[src/inc/stamper_pkg.sv]
package stamper_pkg;
   // field enable bit positions, also the fixed order of appended words
   localparam int FLD_COUNT     = 6;
   localparam int FLD_FRAME     = 0;
   localparam int FLD_TIME      = 1;
   localparam int FLD_SHAFT     = 2;
   localparam int FLD_INPUTS    = 3;
   localparam int FLD_BURST     = 4;
   localparam int FLD_PAGE      = 5;
   localparam int DATA_W        = 32;
   localparam int FIFO_DEPTH    = 16;
   localparam int INPUT_W       = 8;
   localparam int PAGE_W        = 4;
   localparam int CNT_W         = 16;
   // clock and tick timing
   localparam int CLK_HZ        = 25_000_000;
   localparam int TICK_MS       = 1;
   localparam int TICK_1MS_CYC  = CLK_HZ / 1000 * TICK_MS;
   localparam int TICK_10US_CYC = CLK_HZ / 100_000;
   // supported exponents of the tick unit
   localparam logic signed [3:0] EXP_MS   = 4'shd; // -3
   localparam logic signed [3:0] EXP_100U = 4'shc; // -4
   localparam logic signed [3:0] EXP_10U  = 4'shb; // -5
   localparam logic signed [3:0] EXP_CS   = 4'she; // -2
   localparam logic [CNT_W-1:0]  CNT_RST  = 16'h0000;
   // output state machine
   typedef enum logic [1:0] {
      ST_IDLE = 2'b00,
      ST_SEND = 2'b01
   } emit_state_t;
endpackage : stamper_pkg

[src/rtl/meta_fifo.sv]
`timescale 1ns/1ns
// synchronous fifo with valid/ready on both sides
module meta_fifo #(
   parameter int WIDTH = 32,
   parameter int DEPTH = 16
) (
   input  wire logic             sys_clk,
   input  wire logic             reset,
   input  wire logic [WIDTH-1:0] in_data,
   input  wire logic             in_valid,
   output      logic             in_ready,
   output      logic [WIDTH-1:0] out_data,
   output      logic             out_valid,
   input  wire logic             out_ready
);
   localparam int AW = $clog2(DEPTH);
   logic [WIDTH-1:0] mem_r [DEPTH];
   logic [AW-1:0]    wr_ptr_r;
   logic [AW-1:0]    rd_ptr_r;
   logic [AW:0]      level_r;
   logic             push;
   logic             pop;

   // handshakes
   assign in_ready  = (level_r != (AW+1)'(DEPTH));
   assign push      = in_valid && in_ready;
   assign pop       = out_valid && out_ready;

   // storage
   always_ff @(posedge sys_clk) begin
      if (push) begin
         mem_r[wr_ptr_r] <= in_data;
      end
   end

   // pointers and fill level
   always_ff @(posedge sys_clk or posedge reset) begin
      if (reset) begin
         wr_ptr_r <= '0;
         rd_ptr_r <= '0;
         level_r  <= '0;
      end else begin
         if (push) wr_ptr_r <= wr_ptr_r + 1'b1;
         if (pop)  rd_ptr_r <= rd_ptr_r + 1'b1;
         level_r <= level_r + (AW+1)'(push) - (AW+1)'(pop);
      end
   end

   // registered head word: refilled whenever empty or consumed
   always_ff @(posedge sys_clk or posedge reset) begin
      if (reset) begin
         out_valid <= 1'b0;
         out_data  <= '0;
      end else if (!out_valid || out_ready) begin
         out_valid <= 1'b0;
         if (level_r != '0 && !(out_valid && level_r == 1)) begin
            out_valid <= 1'b1;
            out_data  <= mem_r[out_valid ? rd_ptr_r + 1'b1 : rd_ptr_r];
         end
      end
   end
endmodule : meta_fifo

[src/rtl/edge_trigger.sv]
`timescale 1ns/1ns
// edge detector with ready gating and overrun counting
module edge_trigger (
   input  wire logic        sys_clk,
   input  wire logic        reset,
   input  wire logic        level_in,
   input  wire logic        on_fall,
   input  wire logic        ready,
   output      logic        accepted,
   output      logic [15:0] overrun_count
);
   logic prev_r;
   logic ready_r;
   logic edge_seen;

   // previous level and ready seen one cycle before the edge
   always_ff @(posedge sys_clk or posedge reset) begin
      if (reset) begin
         prev_r  <= 1'b0;
         ready_r <= 1'b0;
      end else begin
         prev_r  <= level_in;
         ready_r <= ready;
      end
   end

   assign edge_seen = on_fall ? (prev_r && !level_in) : (!prev_r && level_in);
   assign accepted  = edge_seen && ready_r;

   // ignored edges counted, saturating
   always_ff @(posedge sys_clk or posedge reset) begin
      if (reset) begin
         overrun_count <= '0;
      end else if (edge_seen && !ready_r && overrun_count != 16'hffff) begin
         overrun_count <= overrun_count + 16'h0001;
      end
   end
endmodule : edge_trigger

[src/rtl/frame_metadata_stamper.sv]
`timescale 1ns/1ns
// Overview of operation
// - a global enable and per-field enables decide which metadata words are sent.
// - the frame counter is a 16-bit unsigned count advancing once per acquired frame.
// - with burst trigger on, the frame counter clears at start and wraps after burst length.
// - with burst trigger off, the frame counter runs 0 to 65535 and wraps.
// - a 16-bit time counter advances per tick, default 1 ms, and clears at start.
// - the time field holds the time counter sampled at the frame-start event.
// - the tick period is a power of ten seconds chosen from a supported set, -3 is 1 ms.
// - the shaft field holds the 32-bit encoder position sampled at frame start.
// - the input field holds all input levels sampled at frame start.
// - with burst trigger on, a 16-bit burst counter counts accepted burst triggers.
// - the page field holds the sequencer page active at frame start.
// - a rising edge starts exposure and a falling edge ends it, each only if ready before.
// - in burst mode the device waits for a trigger, takes burst length frames, then waits.
// - a trigger arriving while not ready is ignored and counted in an overrun counter.
module frame_metadata_stamper
   import stamper_pkg::*;
(
   input  wire logic                             sys_clk,
   input  wire logic                             reset,
   input  wire logic                             acq_start,
   input  wire logic                             metadata_enable,
   input  wire logic [stamper_pkg::FLD_COUNT-1:0] field_enable,
   input  wire logic                             burst_mode,
   input  wire logic [15:0]                      frames_per_burst,
   input  wire logic signed [3:0]                tick_unit_exponent,
   input  wire logic                             burst_trig_in,
   input  wire logic                             expose_pin,
   input  wire logic [stamper_pkg::INPUT_W-1:0]  input_pins,
   input  wire logic [31:0]                      shaft_position,
   input  wire logic [stamper_pkg::PAGE_W-1:0]   active_page,
   input  wire logic                             frame_done,
   output      logic                             exposing,
   output      logic                             acquiring,
   output      logic                             frame_trig_ready,
   output      logic                             expo_end_trig_ready,
   output      logic                             burst_trig_ready,
   output      logic [15:0]                      frame_trig_overruns,
   output      logic [15:0]                      expo_end_overruns,
   output      logic [15:0]                      burst_trig_overruns,
   output      logic [stamper_pkg::DATA_W-1:0]   meta_data,
   output      logic                             meta_valid,
   output      logic                             meta_last,
   input  wire logic                             meta_ready
);
   import stamper_pkg::*;

   // pin synchronisers
   logic [INPUT_W+1:0] pin_s1_r;
   logic [INPUT_W+1:0] pin_s2_r;
   logic               burst_pin;
   logic               expo_pin;
   logic [INPUT_W-1:0] inputs_sync;

   always_ff @(posedge sys_clk or posedge reset) begin
      if (reset) begin
         pin_s1_r <= '0;
         pin_s2_r <= '0;
      end else begin
         pin_s1_r <= {burst_trig_in, expose_pin, input_pins};
         pin_s2_r <= pin_s1_r;
      end
   end
   assign burst_pin   = pin_s2_r[INPUT_W+1];
   assign expo_pin    = pin_s2_r[INPUT_W];
   assign inputs_sync = pin_s2_r[INPUT_W-1:0];

   // trigger modules
   logic        frame_go;
   logic        expo_end;
   logic        burst_go;
   logic [15:0] burst_left_r;
   logic        frame_busy_r;
   logic        stamp_busy;

   assign burst_trig_ready    = burst_mode && (burst_left_r == '0) && !frame_busy_r;
   assign frame_trig_ready    = acquiring && !exposing && !frame_busy_r && !stamp_busy;
   assign expo_end_trig_ready = exposing;

   edge_trigger u_burst_trig (
      .sys_clk       (sys_clk),
      .reset         (reset),
      .level_in      (burst_pin),
      .on_fall       (1'b0),
      .ready         (burst_trig_ready),
      .accepted      (burst_go),
      .overrun_count (burst_trig_overruns)
   );

   edge_trigger u_frame_trig (
      .sys_clk       (sys_clk),
      .reset         (reset),
      .level_in      (expo_pin),
      .on_fall       (1'b0),
      .ready         (frame_trig_ready),
      .accepted      (frame_go),
      .overrun_count (frame_trig_overruns)
   );

   edge_trigger u_end_trig (
      .sys_clk       (sys_clk),
      .reset         (reset),
      .level_in      (expo_pin),
      .on_fall       (1'b1),
      .ready         (expo_end_trig_ready),
      .accepted      (expo_end),
      .overrun_count (expo_end_overruns)
   );

   // acquisition window: always open without burst mode, else frames left in the burst
   assign acquiring = burst_mode ? (burst_left_r != '0) : 1'b1;

   always_ff @(posedge sys_clk or posedge reset) begin
      if (reset) begin
         burst_left_r <= '0;
      end else if (acq_start || !burst_mode) begin
         burst_left_r <= '0;
      end else if (burst_go) begin
         burst_left_r <= frames_per_burst;
      end else if (frame_go && burst_left_r != '0) begin
         burst_left_r <= burst_left_r - 16'h0001;
      end
   end

   // exposure state, rising edge opens and falling edge closes
   always_ff @(posedge sys_clk or posedge reset) begin
      if (reset) begin
         exposing <= 1'b0;
      end else if (frame_go) begin
         exposing <= 1'b1;
      end else if (expo_end) begin
         exposing <= 1'b0;
      end
   end

   // frame in flight until readout signals done
   always_ff @(posedge sys_clk or posedge reset) begin
      if (reset) begin
         frame_busy_r <= 1'b0;
      end else if (frame_go) begin
         frame_busy_r <= 1'b1;
      end else if (frame_done) begin
         frame_busy_r <= 1'b0;
      end
   end

   // tick divider, period chosen by the exponent
   logic [31:0] tick_cnt_r;
   logic [31:0] tick_len;
   logic        tick;

   function automatic logic [31:0] tick_cycles(input logic signed [3:0] e);
      unique case (e)
         EXP_CS:   tick_cycles = 32'(TICK_1MS_CYC * 10);
         EXP_100U: tick_cycles = 32'(TICK_10US_CYC * 10);
         EXP_10U:  tick_cycles = 32'(TICK_10US_CYC);
         default:  tick_cycles = 32'(TICK_1MS_CYC);
      endcase
   endfunction : tick_cycles

   assign tick_len = tick_cycles(tick_unit_exponent);
   assign tick     = (tick_cnt_r >= tick_len - 32'd1);

   always_ff @(posedge sys_clk or posedge reset) begin
      if (reset) begin
         tick_cnt_r <= '0;
      end else if (acq_start || tick) begin
         tick_cnt_r <= '0;
      end else begin
         tick_cnt_r <= tick_cnt_r + 32'd1;
      end
   end

   // time counter
   logic [CNT_W-1:0] time_r;
   always_ff @(posedge sys_clk or posedge reset) begin
      if (reset) begin
         time_r <= CNT_RST;
      end else if (acq_start) begin
         time_r <= CNT_RST;
      end else if (tick) begin
         time_r <= time_r + 16'h0001;
      end
   end

   // frame counter, value stamped is the count before advancing
   logic [CNT_W-1:0] frame_cnt_r;
   always_ff @(posedge sys_clk or posedge reset) begin
      if (reset) begin
         frame_cnt_r <= CNT_RST;
      end else if (acq_start && burst_mode) begin
         frame_cnt_r <= CNT_RST;
      end else if (frame_go) begin
         if (burst_mode && frame_cnt_r >= frames_per_burst - 16'h0001) begin
            frame_cnt_r <= CNT_RST;
         end else begin
            frame_cnt_r <= frame_cnt_r + 16'h0001;
         end
      end
   end

   // burst counter
   logic [CNT_W-1:0] burst_cnt_r;
   always_ff @(posedge sys_clk or posedge reset) begin
      if (reset) begin
         burst_cnt_r <= CNT_RST;
      end else if (acq_start) begin
         burst_cnt_r <= CNT_RST;
      end else if (burst_go && burst_mode) begin
         burst_cnt_r <= burst_cnt_r + 16'h0001;
      end
   end

   // snapshot taken at the frame-start event
   logic [DATA_W-1:0] snap_r [FLD_COUNT];
   logic [FLD_COUNT-1:0] sel_r;
   always_ff @(posedge sys_clk or posedge reset) begin
      if (reset) begin
         for (int i = 0; i < FLD_COUNT; i++) snap_r[i] <= '0;
         sel_r <= '0;
      end else if (frame_go) begin
         snap_r[FLD_FRAME]  <= {16'h0000, frame_cnt_r};
         snap_r[FLD_TIME]   <= {16'h0000, time_r};
         snap_r[FLD_SHAFT]  <= shaft_position;
         snap_r[FLD_INPUTS] <= {{(DATA_W-INPUT_W){1'b0}}, inputs_sync};
         snap_r[FLD_BURST]  <= {16'h0000, burst_cnt_r};
         snap_r[FLD_PAGE]   <= {{(DATA_W-PAGE_W){1'b0}}, active_page};
         sel_r <= metadata_enable ? field_enable : '0;
      end
   end

   // emitter walks the fields in fixed order into the fifo after frame done
   emit_state_t state_r;
   logic [2:0]  idx_r;
   logic [FLD_COUNT-1:0] pend_r;
   logic        f_valid;
   logic        f_ready;
   logic        f_last;
   logic [DATA_W:0] f_word;
   logic [DATA_W:0] q_word;

   assign stamp_busy = (state_r != ST_IDLE);
   assign f_valid    = (state_r == ST_SEND) && pend_r[idx_r];
   assign f_last     = ((pend_r >> idx_r) >> 1) == '0;
   assign f_word     = {f_last, snap_r[idx_r]};

   always_ff @(posedge sys_clk or posedge reset) begin
      if (reset) begin
         state_r <= ST_IDLE;
         idx_r   <= '0;
         pend_r  <= '0;
      end else begin
         unique case (state_r)
            ST_IDLE: begin
               if (frame_busy_r && frame_done && sel_r != '0) begin
                  state_r <= ST_SEND;
                  idx_r   <= '0;
                  pend_r  <= sel_r;
               end
            end
            ST_SEND: begin
               if (!pend_r[idx_r] || f_ready) begin
                  if (pend_r[idx_r] && f_last) state_r <= ST_IDLE;
                  idx_r <= idx_r + 3'd1;
               end
            end
            default: state_r <= ST_IDLE;
         endcase
      end
   end

   meta_fifo #(
      .WIDTH (DATA_W + 1),
      .DEPTH (FIFO_DEPTH)
   ) u_fifo (
      .sys_clk   (sys_clk),
      .reset     (reset),
      .in_data   (f_word),
      .in_valid  (f_valid),
      .in_ready  (f_ready),
      .out_data  (q_word),
      .out_valid (meta_valid),
      .out_ready (meta_ready)
   );
   assign meta_data = q_word[DATA_W-1:0];
   assign meta_last = q_word[DATA_W];

   // helper for the overrun check: level and ready one cycle back
   logic prev_lvl_r;
   logic prev_rise_ok;
   logic expo_rise;
   always_ff @(posedge sys_clk or posedge reset) begin
      if (reset) begin
         prev_lvl_r   <= 1'b0;
         prev_rise_ok <= 1'b0;
      end else begin
         prev_lvl_r   <= expo_pin;
         prev_rise_ok <= frame_trig_ready;
      end
   end
   assign expo_rise = expo_pin && !prev_lvl_r;
endmodule : frame_metadata_stamper

[config.mk]
export PLATFORM = sky130hd
export DESIGN_NAME = frame_metadata_stamper
export DESIGN_NICKNAME = d
export VERILOG_FILES = /design/src/inc/stamper_pkg.sv /design/src/rtl/meta_fifo.sv /design/src/rtl/edge_trigger.sv /design/src/rtl/frame_metadata_stamper.sv
export SDC_FILE = /design/constraint.sdc
export NUM_CORES = 1
export LEC_CHECK = 0
export BUFFER_PORTS_ARGS = -buffer_cell sky130_fd_sc_hd__buf_2
export CAP_MARGIN = 20
export CORE_UTILIZATION = 35
export CTS_CLUSTER_SIZE = 28
export DETAILED_ROUTE_END_ITERATION = 10
export PLACE_DENSITY_LB_ADDON = 0.3
export REMOVE_ABC_BUFFERS = 1
export SYNTH_ARGS = -nofsm -noshare
export SYNTH_HDL_FRONTEND = slang
export SYNTH_SLANG_ARGS = --single-unit
[constraint.sdc]
create_clock -name sys_clk -period 9.98 [get_ports sys_clk]
set_input_delay 0.998 -clock sys_clk [delete_from_list [all_inputs] [get_ports sys_clk]]
set_output_delay 0.998 -clock sys_clk [all_outputs]
set_load 0.005 [all_outputs]
======== After elaboration in Yosys (flattened, before gate mapping) ========
Memories as Yosys holds them, arrays and structs flattened. A register that Yosys moved wholly into a read port is not among the register bits.
Index checks and enable logic that the tools add are counted.
storage, ports and cells
  flip-flop bits (word level) ............. 294
  memory bits (writable) .................. 528
  input bits .............................. 79
  output and inout port bits .............. 87
  word-level logic and storage cells ...... 163
  memories ................................ 1
operators by class
  add/sub/neg operators ................... 15
  order comparisons ....................... 4
  equality and inequality tests ........... 12
  shift-type cells ........................ 1
  mux-type cells .......................... 34
  bitwise operators ....................... 1
  reductions and logical operators ........ 64
memory list
  name          words  width  read ports  clocked after Yosys merged registers in  write ports  line             source
  u_fifo.mem_r  16     33     1           1                                        1            meta_fifo.sv:17  logic [WIDTH-1:0] mem_r [DEPTH];
operator list
  kind                     number
  $mux W16                 10
  $add A16 B1 Y16 const B  6
  $bmux W32 S3             1
  $mux W32                 3
  $pmux W18 S3             1
  $ne A16 B16 Y1 const B   3
  $add A32 B1 Y32 const B  1
  $ge A32 B32 Y1           1
  $sub A16 B1 Y16 const B  2
  $sub A32 B1 Y32 const B  1
  $logic_and A1 B1 Y1      29
  $ge A16 B16 Y1           1
  $logic_not A16 Y1        1
  $reduce_bool A16 Y1      1
  $reduce_bool A2 Y1       7
  $logic_not A1 Y1         13
  $eq A4 B4 Y1 const B     3
  $mux W1                  9
  $add A4 B1 Y4 const B    2
  $logic_not A6 Y1         1
  $mux W2                  3
  $mux W3                  2
  $mux W6                  1
  $pmux W3 S2              1
  other kinds (22)         28

======== Depth between registers and ports, before layout ========
Gate-level depths: netlist of the first run.
  word-level depth ........................ 7
  depth in mapped cells ................... 15
  mapped depth without buffers ............ 13

======== Hierarchy ========
From an unflattened synthesis of the first run, not the netlist that was laid out.
second synthesis, totals
  cells, all modules ...................... 2761
  area, all modules ....................... 40730.3 µm²
modules (own cells, without submodules)
  module                  times used  cells an instance  area an instance (µm²)  sequential area each (µm²)
  meta_fifo               1           1517               26888.3                 17031.3
  frame_metadata_stamper  1           1034               11334.6                 5655.4
  edge_trigger            3           70                 835.8                   450.4

======== Worst setup path before layout of the first run ========
OpenSTA, ideal clock, no wires.
  path type ............................... reg-to-reg
  start point ............................. register idx_r[0]
  end point ............................... memory u_fifo.mem_r[3][0] (netlist bit), enable pin
  library setup time ...................... 0.464 ns
  arrival time ............................ 3.724 ns
  required time ........................... 9.516 ns
  setup slack ............................. 5.792 ns
  stages on the path, launching flop included .. 8
  path buffers ............................ 2
  clock period less this slack ............ 4.188 ns
  cells stage by stage .................... dfrtp_1 > buf_2 > mux2i_1 > o31ai_1 > and3_1 > buf_2 > nand2_1 > nor3_1
on the way
  longest elaborated chain between the ends .. 6
ends and longest elaborated chain
  element                        line                           source
  start, declared                frame_metadata_stamper.sv:235  logic [2:0] idx_r;
  start signal, assigned         frame_metadata_stamper.sv:265  idx_r <= idx_r + 3'd1;
  $bmux W1 S3                    frame_metadata_stamper.sv:244  assign f_valid = (state_r == ST_SEND) && pend_r[idx_r];
  $mux W1 (not written as such)  frame_metadata_stamper.sv:244
  $logic_and A1 B1 Y1            frame_metadata_stamper.sv:244
  $logic_and A1 B1 Y1            meta_fifo.sv:26                assign push = in_valid && in_ready;
  via u_fifo.push                meta_fifo.sv:21                logic push;
  $mux W1                        meta_fifo.sv:31                if (push) begin
  $mux W1 (not written as such)  meta_fifo.sv:32                mem_r[wr_ptr_r] <= in_data;
  end, declared                  meta_fifo.sv:17
The timed path passes the listed nets, and every way through them passes these cells. The select of a mux whose other input is x is not followed.

======== Worst setup path after layout of the first run ========
  start point ............................. register burst_left_r[0]
  end point ............................... output port frame_trig_ready
on the way
  longest elaborated chain between the ends .. 5
ends and longest elaborated chain
  element                           line                           source
  start, declared                   frame_metadata_stamper.sv:73   logic [15:0] burst_left_r;
  start signal, assigned            frame_metadata_stamper.sv:120  burst_left_r <= frames_per_burst;
  start signal, assigned            frame_metadata_stamper.sv:122  burst_left_r <= burst_left_r - 16'h0001;
  $reduce_bool A16 Y1               frame_metadata_stamper.sv:112  assign acquiring = burst_mode ? (burst_left_r != '0) : 1'b1;
  $mux W1                           frame_metadata_stamper.sv:112
  $logic_and A1 B1 Y1 (3 in a row)  frame_metadata_stamper.sv:78   assign frame_trig_ready = acquiring && !exposing && !frame_busy_r && !stamp_busy;
  end, declared                     frame_metadata_stamper.sv:36   output logic frame_trig_ready,
No other way between the ends.

==> flow_metrics.env, run 1 <==
export IMPL_status="completed"
export IMPL_wl_met3_mm=4.00
export IMPL_synth_async_reset_ratio=0.382
export IMPL_ys_types=68
export IMPL_sequentialPowerShare=0.402
export IMPL_min_period_over_period=0.396
export IMPL_design_area_mm2=0.0409
export IMPL_hold_class="register to register"
export IMPL_synth_edf_count=528
export IMPL_yosys_top_cells_count="edfxtp_1 (528), nand2_1 (447), dfrtp_1 (326)"
export IMPL_ff_latch_area_mm2=0.0240
export IMPL_placed_cells=3853
export IMPL_synth_top_cell_area_share=0.451
export IMPL_vdd_drop_max_mv=0.206
export IMPL_clkTransAtPathRegs_ns=0.06
export IMPL_syn_avg_cell_area_um2=14.4
export IMPL_viasPerCell=5.14
export IMPL_grt_pass1_wl_mm=129
export IMPL_drc=0
export IMPL_end_kind="output port"
export IMPL_cpPeakStageDelay_ns=0.53
export IMPL_ant_nets=0
export IMPL_fillCellCount=8995
export IMPL_fp_dieH_um=319
export IMPL_cts_resized=0
export IMPL_ios=166
export IMPL_clockRootBuffer="clkbuf_16"
export IMPL_place_area_mm2=0.0378
export IMPL_maxSlewHeadroom=0.291
export IMPL_drt_met1_wl_mm=36.0
export IMPL_die_w_um=319
export IMPL_io_buffers=165
export IMPL_clock_path_buffers=3
export IMPL_max_freq_ghz=0.253
export IMPL_netlist_instances=2438
export IMPL_drive_gt1_frac=0.202
export IMPL_worstPathCellList="inv_1, ha_1, or4b_1, nor2_2, nand2_1, nor2_4, a2111oi_0, buf_4, buf_2"
export IMPL_yosys_warnings=0
export IMPL_cts_sinks=854
export IMPL_power_frac_comb=0.308
export IMPL_crit_fanout=6
export IMPL_numCtsBuffers=90
export IMPL_wirelength_mm=83.3
export IMPL_post_dp_hpwl_mm=50.6
export IMPL_cts_max_level=3
export IMPL_postLayoutCoreUtil=0.413
export IMPL_design_core_area_mm2=0.0990
export IMPL_nets=2791
export IMPL_fp_row_count=115
export IMPL_wl_met2_mm=41.3
export IMPL_finalMaxSlewViolations=0
export IMPL_powerDensity_mw_per_mm2=288
export IMPL_overflow=0
export IMPL_worstPathRequired_ns=8.98
export IMPL_synth_most_common_cell="edfxtp_1"
export IMPL_clk_latency_ns=0.66
export IMPL_multi_input_area_mm2=0.0108
export IMPL_fin_crit_ns=3.95
export IMPL_critPathTopFamily="simple AND/OR/NAND/NOR gates"
export IMPL_wl_per_cell_um=20.7
export IMPL_synth_area_mm2=0.0352
export IMPL_power_uw=11800
export IMPL_power_leakage_uw=0.0160
export IMPL_drt_iter0_drc=1510
export IMPL_gp_congestion=0.845
export IMPL_grt_max_degree=86
export IMPL_switching_power_uw=3800
export IMPL_finalSetupViolations=0
export IMPL_maxUsedRoutingLayer="met4"
export IMPL_netSwitchingFraction=0.323
export IMPL_cts_tree="built"
export IMPL_seq_area_frac_synth=0.682
export IMPL_post_layout_nonfiller_instances=4022
export IMPL_dr_pass1_iters=5
export IMPL_tightest_slew_ns=1.06
export IMPL_critPathBufInv=3
export IMPL_reg2reg_slack_ns=6.28
export IMPL_grt_pass1_vias=21600
export IMPL_start_kind="register"
export IMPL_vias=20700
export IMPL_postCtsSetupRepairBufs=0
export IMPL_path_class="register to output port"
export IMPL_finalHoldViolCount=0
export IMPL_die_area_mm2=0.102
export IMPL_cpMaxStageDelayCell="or4b_1"
export IMPL_synth_seq_cells=854
export IMPL_start_util=0.355
export IMPL_clkPwrFrac=0.289
export IMPL_maxCapViolations=0
export IMPL_synth_largest_area_cell="edfxtp_1"
export IMPL_intPower_uw=7970
export IMPL_rsz0062_at_grt="no"
export IMPL_ctsHoldBuffers=0
export IMPL_grt_use_total=0.165
export IMPL_yosys_top_cells_area="edfxtp_1 (45%), dfrtp_1 (23%), mux4_2 (9.0%), nand2_1 (4.8%), ha_1 (1.9%)"
export IMPL_synth_flop_cell="edfxtp_1"
export IMPL_fin_skew_ns=0.0269
export IMPL_syn2layout_area_growth_pct=16.2
export IMPL_arrival_ns=2.95
export IMPL_finalSetupTns_ns=0
export IMPL_antenna_found_initial=1
metal layers:
layer	GRT usage	up-vias
met5	0	-
met4	0.0483	0
li1	-	9381
met1	0.219	10700
met2	0.276	500
met3	0.0269	134
power groups by stage:
stage          Combinational (uW)  Clock (uW)  Sequential [uW]
2_1_floorplan                2900           0             4740
3_5_place_dp                 3720           0             4810
6_report                     3630        3400             4740
4_1_cts                      3720        3490             4740
5_1_grt                      3990        3630             4790
3_3_place_gp                 3650           0             4780
worst paths after layout:
kind / start / to / depth (start not counted)
max reg2reg: idx_r[2] / u_fifo.mem_r[9][22] / 7
max in group asynchronous: reset / tick_cnt_r[31] / 4
max: burst_left_r[0] / frame_trig_ready / 9
min in group asynchronous: reset / u_frame_trig.overrun_count[15] / 2
min reg2reg: pin_s1_r[5] / pin_s2_r[5] / 0
min: pin_s1_r[5] / pin_s2_r[5] / 0
flip-flops by register name, summed over array words and instances, names as in the netlist, 4 cells and up:
name and count:
u_fifo.mem_r 528, snap_r 92, u_fifo.out_data 33, tick_cnt_r 32, burst_cnt_r 16, burst_left_r 16
frame_cnt_r 16, time_r 16, u_burst_trig.overrun_count 16, u_end_trig.overrun_count 16, u_frame_trig.overrun_count 16, pin_s1_r 10
pin_s2_r 10, pend_r 6, sel_r 6, u_fifo.level_r 5, u_fifo.rd_ptr_r 4, u_fifo.wr_ptr_r 4
worst reg2reg max path, delay by kind of cell (launching register included):
kind                   cells  cell delay, ns
AO/OA/AOI/OAI              1            0.10
buffers and inverters      1            0.53
flip-flops                 1            0.93
multiplexers               1            0.35
AND/OR/NAND/NOR            4            1.42
kinds of logic after synthesis:
| logic type | after synthesis | synth area share |
|---|---|---|
| adder cells (fa/ha/maj) | 54 | 0.0194 |
| buffers and inverters | 142 | 0.0171 |
| XOR/XNOR | 120 | 0.0301 |
| multiplexers | 201 | 0.108 |
| AND/OR/NAND/NOR | 805 | 0.102 |
| AO/OA/AOI/OAI | 261 | 0.0414 |
| other | 1 | 0.000107 |
| flip-flops | 854 | 0.682 |
placed cells by master, fill, tap and decap left out, types with 8 or more instances in the layout:
master / netlist / routed
xor2_1: 53 / 52
a21oi_1: 121 / 120
mux2_2: 11 / 11
nor2_1: 124 / 112
ha_1: 53 / 53
nor2_4: 2 / 14
dfrtp_1: 326 / 325
and4_1: 8 / 8
xnor2_1: 66 / 65
mux2i_1: 49 / 48
and3_1: 25 / 25
nand2_1: 447 / 447
and2_1: 27 / 27
mux4_2: 141 / 141
buf_2: 36 / 165
clkbuf_8: 0 / 17
nand3_1: 62 / 62
inv_1: 39 / 38
nor3_1: 24 / 19
conb_1: 1 / 14
clkbuf_16: 0 / 91
nand4_1: 25 / 25
or3_1: 13 / 13
clkinv_2: 0 / 14
or4_1: 8 / 8
o31ai_1: 8 / 8
buf_4: 4 / 51
o21ai_0: 65 / 65
nor4_1: 10 / 10
o21ai_1: 22 / 22
clkbuf_1: 56 / 21
edfxtp_1: 528 / 528
through the flow:
stage | hold WS, ns | setup WS (ns)
floorplan | 0.331 | -0.0444
global placement | 0.333 | 5.54
global route | 0.353 | 5.85
detailed placement | 0.336 | 5.44
CTS | 0.345 | 5.97
finish | 0.345 | 6.03
final cells by class:
type / instances / area share
inverters: 39 / 0.00376
clock buffers: 129 / 0.0633
flip-flops and latches: 854 / 0.587
clock inverters: 39 / 0.0115
diodes: 1 / 0.0000612
repair buffers: 218 / 0.0304
multi-input cells: 1455 / 0.264
well taps: 1287 / 0.0394
Note: power is estimated with default switching activity, not from simulation.
==> run 2, diff against run 1 <==
==> constraint.sdc (replaced) <==
create_clock -name sys_clk -period 3.4 [get_ports sys_clk]
set_input_delay 0.34 -clock sys_clk [delete_from_list [all_inputs] [get_ports sys_clk]]
set_output_delay 0.34 -clock sys_clk [all_outputs]
set_load 0.005 [all_outputs]
==> run 2 against run 1 <==
- final area is 2.6% higher
- first-iteration DRC count is 11% lower
- non-clock buffer count is 95 higher
- clock power grew to 2.9 times the previous value
- sequential share of layout area is 1.5 points lower
- total power grew to 3.0 times the previous value
- sequential cell count stayed put
- clock skew is 0.0050 ns lower
- sequential power grew to 2.9 times the previous value
- cell count is 2.4% higher
- combinational power grew to 3.0 times the previous value
- largest cell class unchanged
- highest routed layer unchanged
==> flow_metrics.env, run 2 (synthesis results as in run 1) <==
export IMPL_status="completed"
export IMPL_crit_fanout=6
export IMPL_vdd_drop_max_mv=1.00
export IMPL_antenna_found_initial=2
export IMPL_drive_gt1_frac=0.211
export IMPL_place_ws_ns=-0.168
export IMPL_wl_per_cell_um=20.5
export IMPL_layout_commonest_cell="edfxtp_1"
export IMPL_reg2reg_slack_ns=0.69
export IMPL_numCtsBuffers=90
export IMPL_grt_pass1_vias=22000
export IMPL_ant_nets=0
export IMPL_overflow=0
export IMPL_clk_latency_ns=0.64
export IMPL_viasPerCell=5.11
export IMPL_maxCapViolations=0
export IMPL_power_leakage_uw=0.0164
export IMPL_clockRootBuffer="clkbuf_16"
export IMPL_grt_pass1_wl_mm=131
export IMPL_clkPwrFrac=0.286
export IMPL_ios=166
export IMPL_vias=21000
export IMPL_start_util=0.355
export IMPL_timing_critical_path_from="burst_left_r[0]"
export IMPL_fin_crit_ns=3.10
export IMPL_syn2layout_area_growth_pct=19.2
export IMPL_post_dp_hpwl_mm=51.1
export IMPL_cpPeakStageDelay_ns=0.53
export IMPL_design_area_mm2=0.0420
export IMPL_fp_row_count=115
export IMPL_reg2reg_depth=7
export IMPL_die_area_mm2=0.102
export IMPL_drc=0
export IMPL_power_frac_comb=0.317
export IMPL_finalHoldViolCount=0
export IMPL_switching_power_uw=11200
export IMPL_clock_path_buffers=3
export IMPL_design_core_area_mm2=0.0990
export IMPL_reg_largest_list="u_fifo.mem_r: 528 flops, snap_r: 92 flops, u_fifo.out_data: 33 flops"
export IMPL_reg2reg_from="idx_r[0]"
export IMPL_tightest_slew_ns=0.850
export IMPL_largest_reg_flops=528
export IMPL_wirelength_mm=84.4
export IMPL_cts_tree="built"
export IMPL_die_w_um=319
export IMPL_worstPathRequired_ns=3.06
export IMPL_io_buffers=165
export IMPL_hold_class="primary input to register"
export IMPL_antennaDiodeCount=0
export IMPL_netSwitchingFraction=0.321
export IMPL_grt_max_degree=110
export IMPL_setup_ws_ns=0.301
export IMPL_fp_dieH_um=319
export IMPL_drt_iter0_drc=1338
export IMPL_post_layout_nonfiller_instances=4118
export IMPL_start_kind="register"
export IMPL_reg2reg_to="u_fifo.mem_r[0][25]"
export IMPL_worstPathCellList="inv_1, ha_1, or4b_4, nor2_4, nand2_2, nor2_4, nand2_1, nor2_1, buf_2"
export IMPL_intPower_uw=23600
export IMPL_finalSetupViolations=0
export IMPL_clkTransAtPathRegs_ns=0.06
export IMPL_min_period_over_period=0.911
export IMPL_cts_sinks=854
export IMPL_place_area_mm2=0.0382
export IMPL_cts_max_level=3
export IMPL_path_class="register to output port"
export IMPL_fin_skew_ns=0.0219
export IMPL_sequentialPowerShare=0.397
export IMPL_arrival_ns=2.76
export IMPL_grt_use_total=0.167
export IMPL_cpMaxStageDelayCell="or4b_4"
export IMPL_powerDensity_mw_per_mm2=830
export IMPL_end_kind="output port"
export IMPL_cpMostUsedCell="nor2_4"
export IMPL_nets=2886
export IMPL_maxSlewHeadroom=0.434
export IMPL_final_cell_mix="edfxtp_1 (528), nand2_1 (446), dfrtp_1 (325)"
export IMPL_largest_register="u_fifo.mem_r"
export IMPL_finalMaxSlewViolations=0
export IMPL_dr_pass1_iters=5
export IMPL_rsz0062_at_grt="no"
export IMPL_crit_path_end="burst_trig_ready"
export IMPL_max_freq_ghz=0.323
export IMPL_placed_cells=3880
export IMPL_gp_congestion=0.822
run 2: how the worst min path moves through the flow:
stage | startpoint | endpoint | slack (ns) | cells past startpoint
3_5_place_dp | pin_s1_r[0] | pin_s2_r[0] | 0.33 | 0
2_1_floorplan | pin_s1_r[0] | pin_s2_r[0] | 0.33 | 0
6_report | meta_ready | u_fifo.rd_ptr_r[0] | 0.06 | 3
5_1_grt | frames_per_burst[12] | burst_left_r[12] | 0.03 | 3
4_1_cts | frames_per_burst[13] | burst_left_r[13] | 0.005 | 3
3_3_place_gp | pin_s1_r[7] | pin_s2_r[7] | 0.33 | 0
run 2: final cells by class:
cell class | instances | area (um^2)
Clock inverter | 56 | 534
Fill cell | 9011 | 57000
Sequential cell | 854 | 24000
Tap cell | 1287 | 1610
Timing Repair Buffer | 313 | 2320
Clock buffer | 114 | 2500
Multi-Input combinational cell | 1455 | 10800
Inverter | 39 | 154
run 2: power groups by stage:
stage / clock network, uW / logic, uW / registers (uW)
2_1_floorplan: 0 / 6280 / 13900
3_3_place_gp: 0 / 10900 / 14000
3_5_place_dp: 0 / 11100 / 14000
4_1_cts: 10200 / 11200 / 13900
5_1_grt: 10600 / 12100 / 14000
6_report: 9940 / 11000 / 13800
run 2: per-stage QoR:
stage	power [uW]	util	setup TNS (ns)	hold WS (ns)
6_report	34800	0.424	0	0.0597
5_1_grt	36700	0.424	0	0.0272
3_3_place_gp	24900	0.386	0	0.334
3_5_place_dp	25200	0.386	-1.93	0.335
4_1_cts	35300	0.423	0	0.00485
2_1_floorplan	20200	-	-2548.53	0.331
run 2: timing repair:
| item | 4_1_cts | 5_1_grt |
|---|---|---|
| hold buffers | 64 | 0 |
| pin swaps | 0 | 1 |
| resized for setup | 1 | 5 |
| setup buffers | 0 | 0 |
| hold endpoints to repair | 148 | 0 |
| setup endpoints to repair | 1 | 13 |
run 2: routing by layer:
layer	GRT usage	vias to the layer above	wire length, um
met4	0.0381	0	1550
met1	0.225	10800	37800
li1	-	9577	-
met5	0	-	0
met3	0.0274	116	3560
met2	0.282	491	41500
run 2: critical path: cells and delay by family, from the launching register on:
family,cells,cell delay (ns)
fa+ha+maj,1,0.21
buf+inv,2,0.27
flops,1,0.41
simple gates,6,1.21
==> run 3, diff against run 2 <==
--- a/config.mk
+++ b/config.mk
@@ -5,8 +5,11 @@
 export SDC_FILE = /design/constraint.sdc
 export NUM_CORES = 1
 export LEC_CHECK = 0
+export ABC_AREA = 1
 export BUFFER_PORTS_ARGS = -buffer_cell sky130_fd_sc_hd__buf_2
 export CAP_MARGIN = 20
+export CELL_PAD_IN_SITES_DETAIL_PLACEMENT = 0
+export CELL_PAD_IN_SITES_GLOBAL_PLACEMENT = 1
 export CORE_UTILIZATION = 35
 export CTS_CLUSTER_SIZE = 28
 export DETAILED_ROUTE_END_ITERATION = 10
==> constraint.sdc (replaced) <==
create_clock -name sys_clk -period 3.4 [get_ports sys_clk]
set_input_delay 0.51 -clock sys_clk [delete_from_list [all_inputs] [get_ports sys_clk]]
set_output_delay 0.51 -clock sys_clk [all_outputs]
set_load 0.005 [all_outputs]
==> run 3 against run 2 <==
- global-route usage up 1.6 points
- maximum frequency up 3.7%
- register-to-register slack worse by 0.08 ns
- total power down 8.0%
- sequential cell count unchanged
- final area up 7.5%
- cell count up 40%
- critical endpoint is now frame_trig_ready
- largest cell class unchanged
- largest power group unchanged
==> flow_metrics.env, run 3 <==
export IMPL_status="completed"
export IMPL_synth_most_common_cell="nand2_1"
export IMPL_finalHoldViolCount=0
export IMPL_fin_skew_ns=0.0263
export IMPL_cpPeakStageDelay_ns=0.37
export IMPL_grt_use_total=0.183
export IMPL_synth_async_reset_ratio=0.382
export IMPL_clk_latency_ns=0.68
export IMPL_reg2reg_slack_ns=0.61
export IMPL_yosys_warnings=0
export IMPL_synth_flop_cell="edfxtp_1"
export IMPL_netlist_instances=4058
export IMPL_final_cell_mix="nand2_1 (1323), edfxtp_1 (528), inv_1 (491)"
export IMPL_fin_crit_ns=2.99
export IMPL_synth_edf_count=528
export IMPL_numCtsBuffers=98
export IMPL_reg2reg_depth=9
export IMPL_fp_row_count=121
export IMPL_vdd_drop_max_mv=1.05
export IMPL_crit_fanout=5
export IMPL_powerDensity_mw_per_mm2=710
export IMPL_critPathTopFamily="simple AND/OR/NAND/NOR gates"
export IMPL_reg2reg_from="idx_r[1]"
export IMPL_placed_cells=5576
export IMPL_clkTransAtPathRegs_ns=0.06
export IMPL_io_buffers=165
export IMPL_antenna_found_initial=0
export IMPL_largest_register="u_fifo.mem_r"
export IMPL_arrival_ns=2.48
export IMPL_post_dp_hpwl_mm=60.9
export IMPL_ys_types=45
export IMPL_path_class="register to output port"
export IMPL_worstPathRequired_ns=2.89
export IMPL_synth_largest_area_cell="edfxtp_1"
export IMPL_end_kind="output port"
export IMPL_critPathBufInv=4
export IMPL_postCtsSetupRepairBufs=0
export IMPL_ant_nets=0
export IMPL_maxSlewHeadroom=0.266
export IMPL_maxCapViolations=0
export IMPL_nets=4412
export IMPL_seq_area_frac_synth=0.623
export IMPL_reg_largest_list="u_fifo.mem_r: 528 flops, snap_r: 92 flops, u_fifo.out_data: 33 flops"
export IMPL_overflow=0
export IMPL_layout_commonest_cell="nand2_1"
export IMPL_synth_top_cell_area_share=0.412
export IMPL_grt_pass1_vias=26800
export IMPL_dr_pass1_iters=5
export IMPL_largest_reg_flops=528
export IMPL_die_w_um=334
export IMPL_worstPathCellList="inv_1, ha_1, nand3_1, nor3_1, nand3_1, buf_4, nand2_1, inv_1, buf_2"
export IMPL_drt_iter0_drc=1422
export IMPL_cts_tree="built"
export IMPL_cpMaxStageDelayCell="dfrtp_1"
export IMPL_cts_max_level=3
export IMPL_design_area_mm2=0.0451
export IMPL_ios=166
export IMPL_drc=0
export IMPL_max_freq_ghz=0.335
export IMPL_grt_max_degree=102
export IMPL_start_kind="register"
export IMPL_synth_seq_cells=854
export IMPL_vias=27200
export IMPL_syn2layout_area_growth_pct=17.1
export IMPL_die_area_mm2=0.111
export IMPL_syn_avg_cell_area_um2=9.49
export IMPL_grt_pass1_wl_mm=158
export IMPL_min_from="shaft_position[20]"
export IMPL_clockRootBuffer="clkbuf_16"
export IMPL_clock_path_buffers=3
export IMPL_wl_per_cell_um=17.5
export IMPL_hold_end="snap_r[116]"
export IMPL_rsz0062_at_grt="no"
export IMPL_viasPerCell=4.70
export IMPL_drive_gt1_frac=0.106
export IMPL_gp_congestion=0.828
export IMPL_post_layout_nonfiller_instances=5779
export IMPL_cts_sinks=854
export IMPL_tightest_slew_ns=1.09
export IMPL_reg2reg_to="u_fifo.mem_r[11][31]"
export IMPL_design_core_area_mm2=0.109
export IMPL_place_area_mm2=0.0415
export IMPL_finalMaxSlewViolations=0
export IMPL_yosys_top_cells_area="edfxtp_1 (41%), dfrtp_1 (21%), nand2_1 (13%), nand3_1 (5.9%), inv_1 (4.8%)"
export IMPL_whs_path_depth=3
export IMPL_wirelength_mm=101
export IMPL_finalSetupViolations=0
export IMPL_fp_dieH_um=334
export IMPL_yosys_top_cells_count="nand2_1 (1323), edfxtp_1 (528), inv_1 (495)"
export IMPL_synth_area_mm2=0.0385
export IMPL_hold_class="primary input to register"
export IMPL_fin_hold_ws_ns=0.0447
export IMPL_start_util=0.353
export IMPL_min_period_over_period=0.879
export IMPL_power_leakage_uw=0.0201
-- run 3: cell count changes after synthesis, sizes merged, moves of 33 or more --
cell and change:
nand3 +393, buf +65, nor2 +71, a21oi -67
o211ai +33, inv +462, o21ai +108, nand2 +879
mux4 -141, mux2i -49
-- run 3: how the worst max path moves through the flow --
stage | start | endpoint | slack, ns | cells after the start
global placement | frames_per_burst[2] | frame_cnt_r[8] | 0.23 | 15
floorplan | reset | burst_cnt_r[0] | -6.14 | 1
CTS | burst_left_r[0] | frame_trig_ready | 0.35 | 9
detailed placement | frames_per_burst[0] | frame_cnt_r[5] | 0.17 | 17
global route | burst_left_r[0] | frame_trig_ready | 0.07 | 9
finish | burst_left_r[0] | frame_trig_ready | 0.41 | 9
-- run 3: final cells by class --
class	instances	area [um^2]
clock buffer	123	2640
clock inverter	62	792
inverter	501	1890
multi-input combinational	2546	12000
tap	1414	1770
sequential	854	24000
antenna	1	2.50
fill	10800	63900
timing repair buffer	278	1990
-- run 3: per-layer routing --
layer / track usage / vias up / part of all wire
met5: 0 / - / 0
met4: 0.0477 / 0 / 0.024
met3: 0.0271 / 150 / 0.038
met2: 0.317 / 501 / 0.49
met1: 0.239 / 12900 / 0.45
li1: - / 13700 / -
-- run 3: cells by family after synthesis --
family,Yosys count,synth area share
adder cells (fa/ha/maj),54,0.0177
other,1,0.0000973
XOR/XNOR,90,0.0205
buffers and inverters,671,0.0707
AO/OA/AOI/OAI,318,0.0454
AND/OR/NAND/NOR,2070,0.222
flip-flops,854,0.623
-- run 3: repair_timing --
action,in CTS,in global routing
hold buffers,17,0
endpoints found under the hold margin,86,0
gates resized for setup,0,0
-- run 3: power breakdown --
part           leakage, uW  switching (uW)  total (uW)  internal, uW
registers          0.00787             285       11600         11300
clock network      0.00167            4430       11100          6680
logic               0.0106            6360        9320          2960
-- run 3: worst min-delay path, stage by stage --
cell,delay [ns]
buf_2,0.08
nand2_1,0.04
o21ai_0,0.06
-- run 3: metrics by stage --
step	TNS, ns	power [uW]	setup slack (ns)	utilization
floorplan	-2481.69	17800	-6.14	-
global placement	0	21200	0.230	0.381
detailed placement	0	21300	0.169	0.381
CTS	0	32600	0.347	0.414
global route	0	34000	0.0650	0.414
finish	0	32000	0.413	0.414
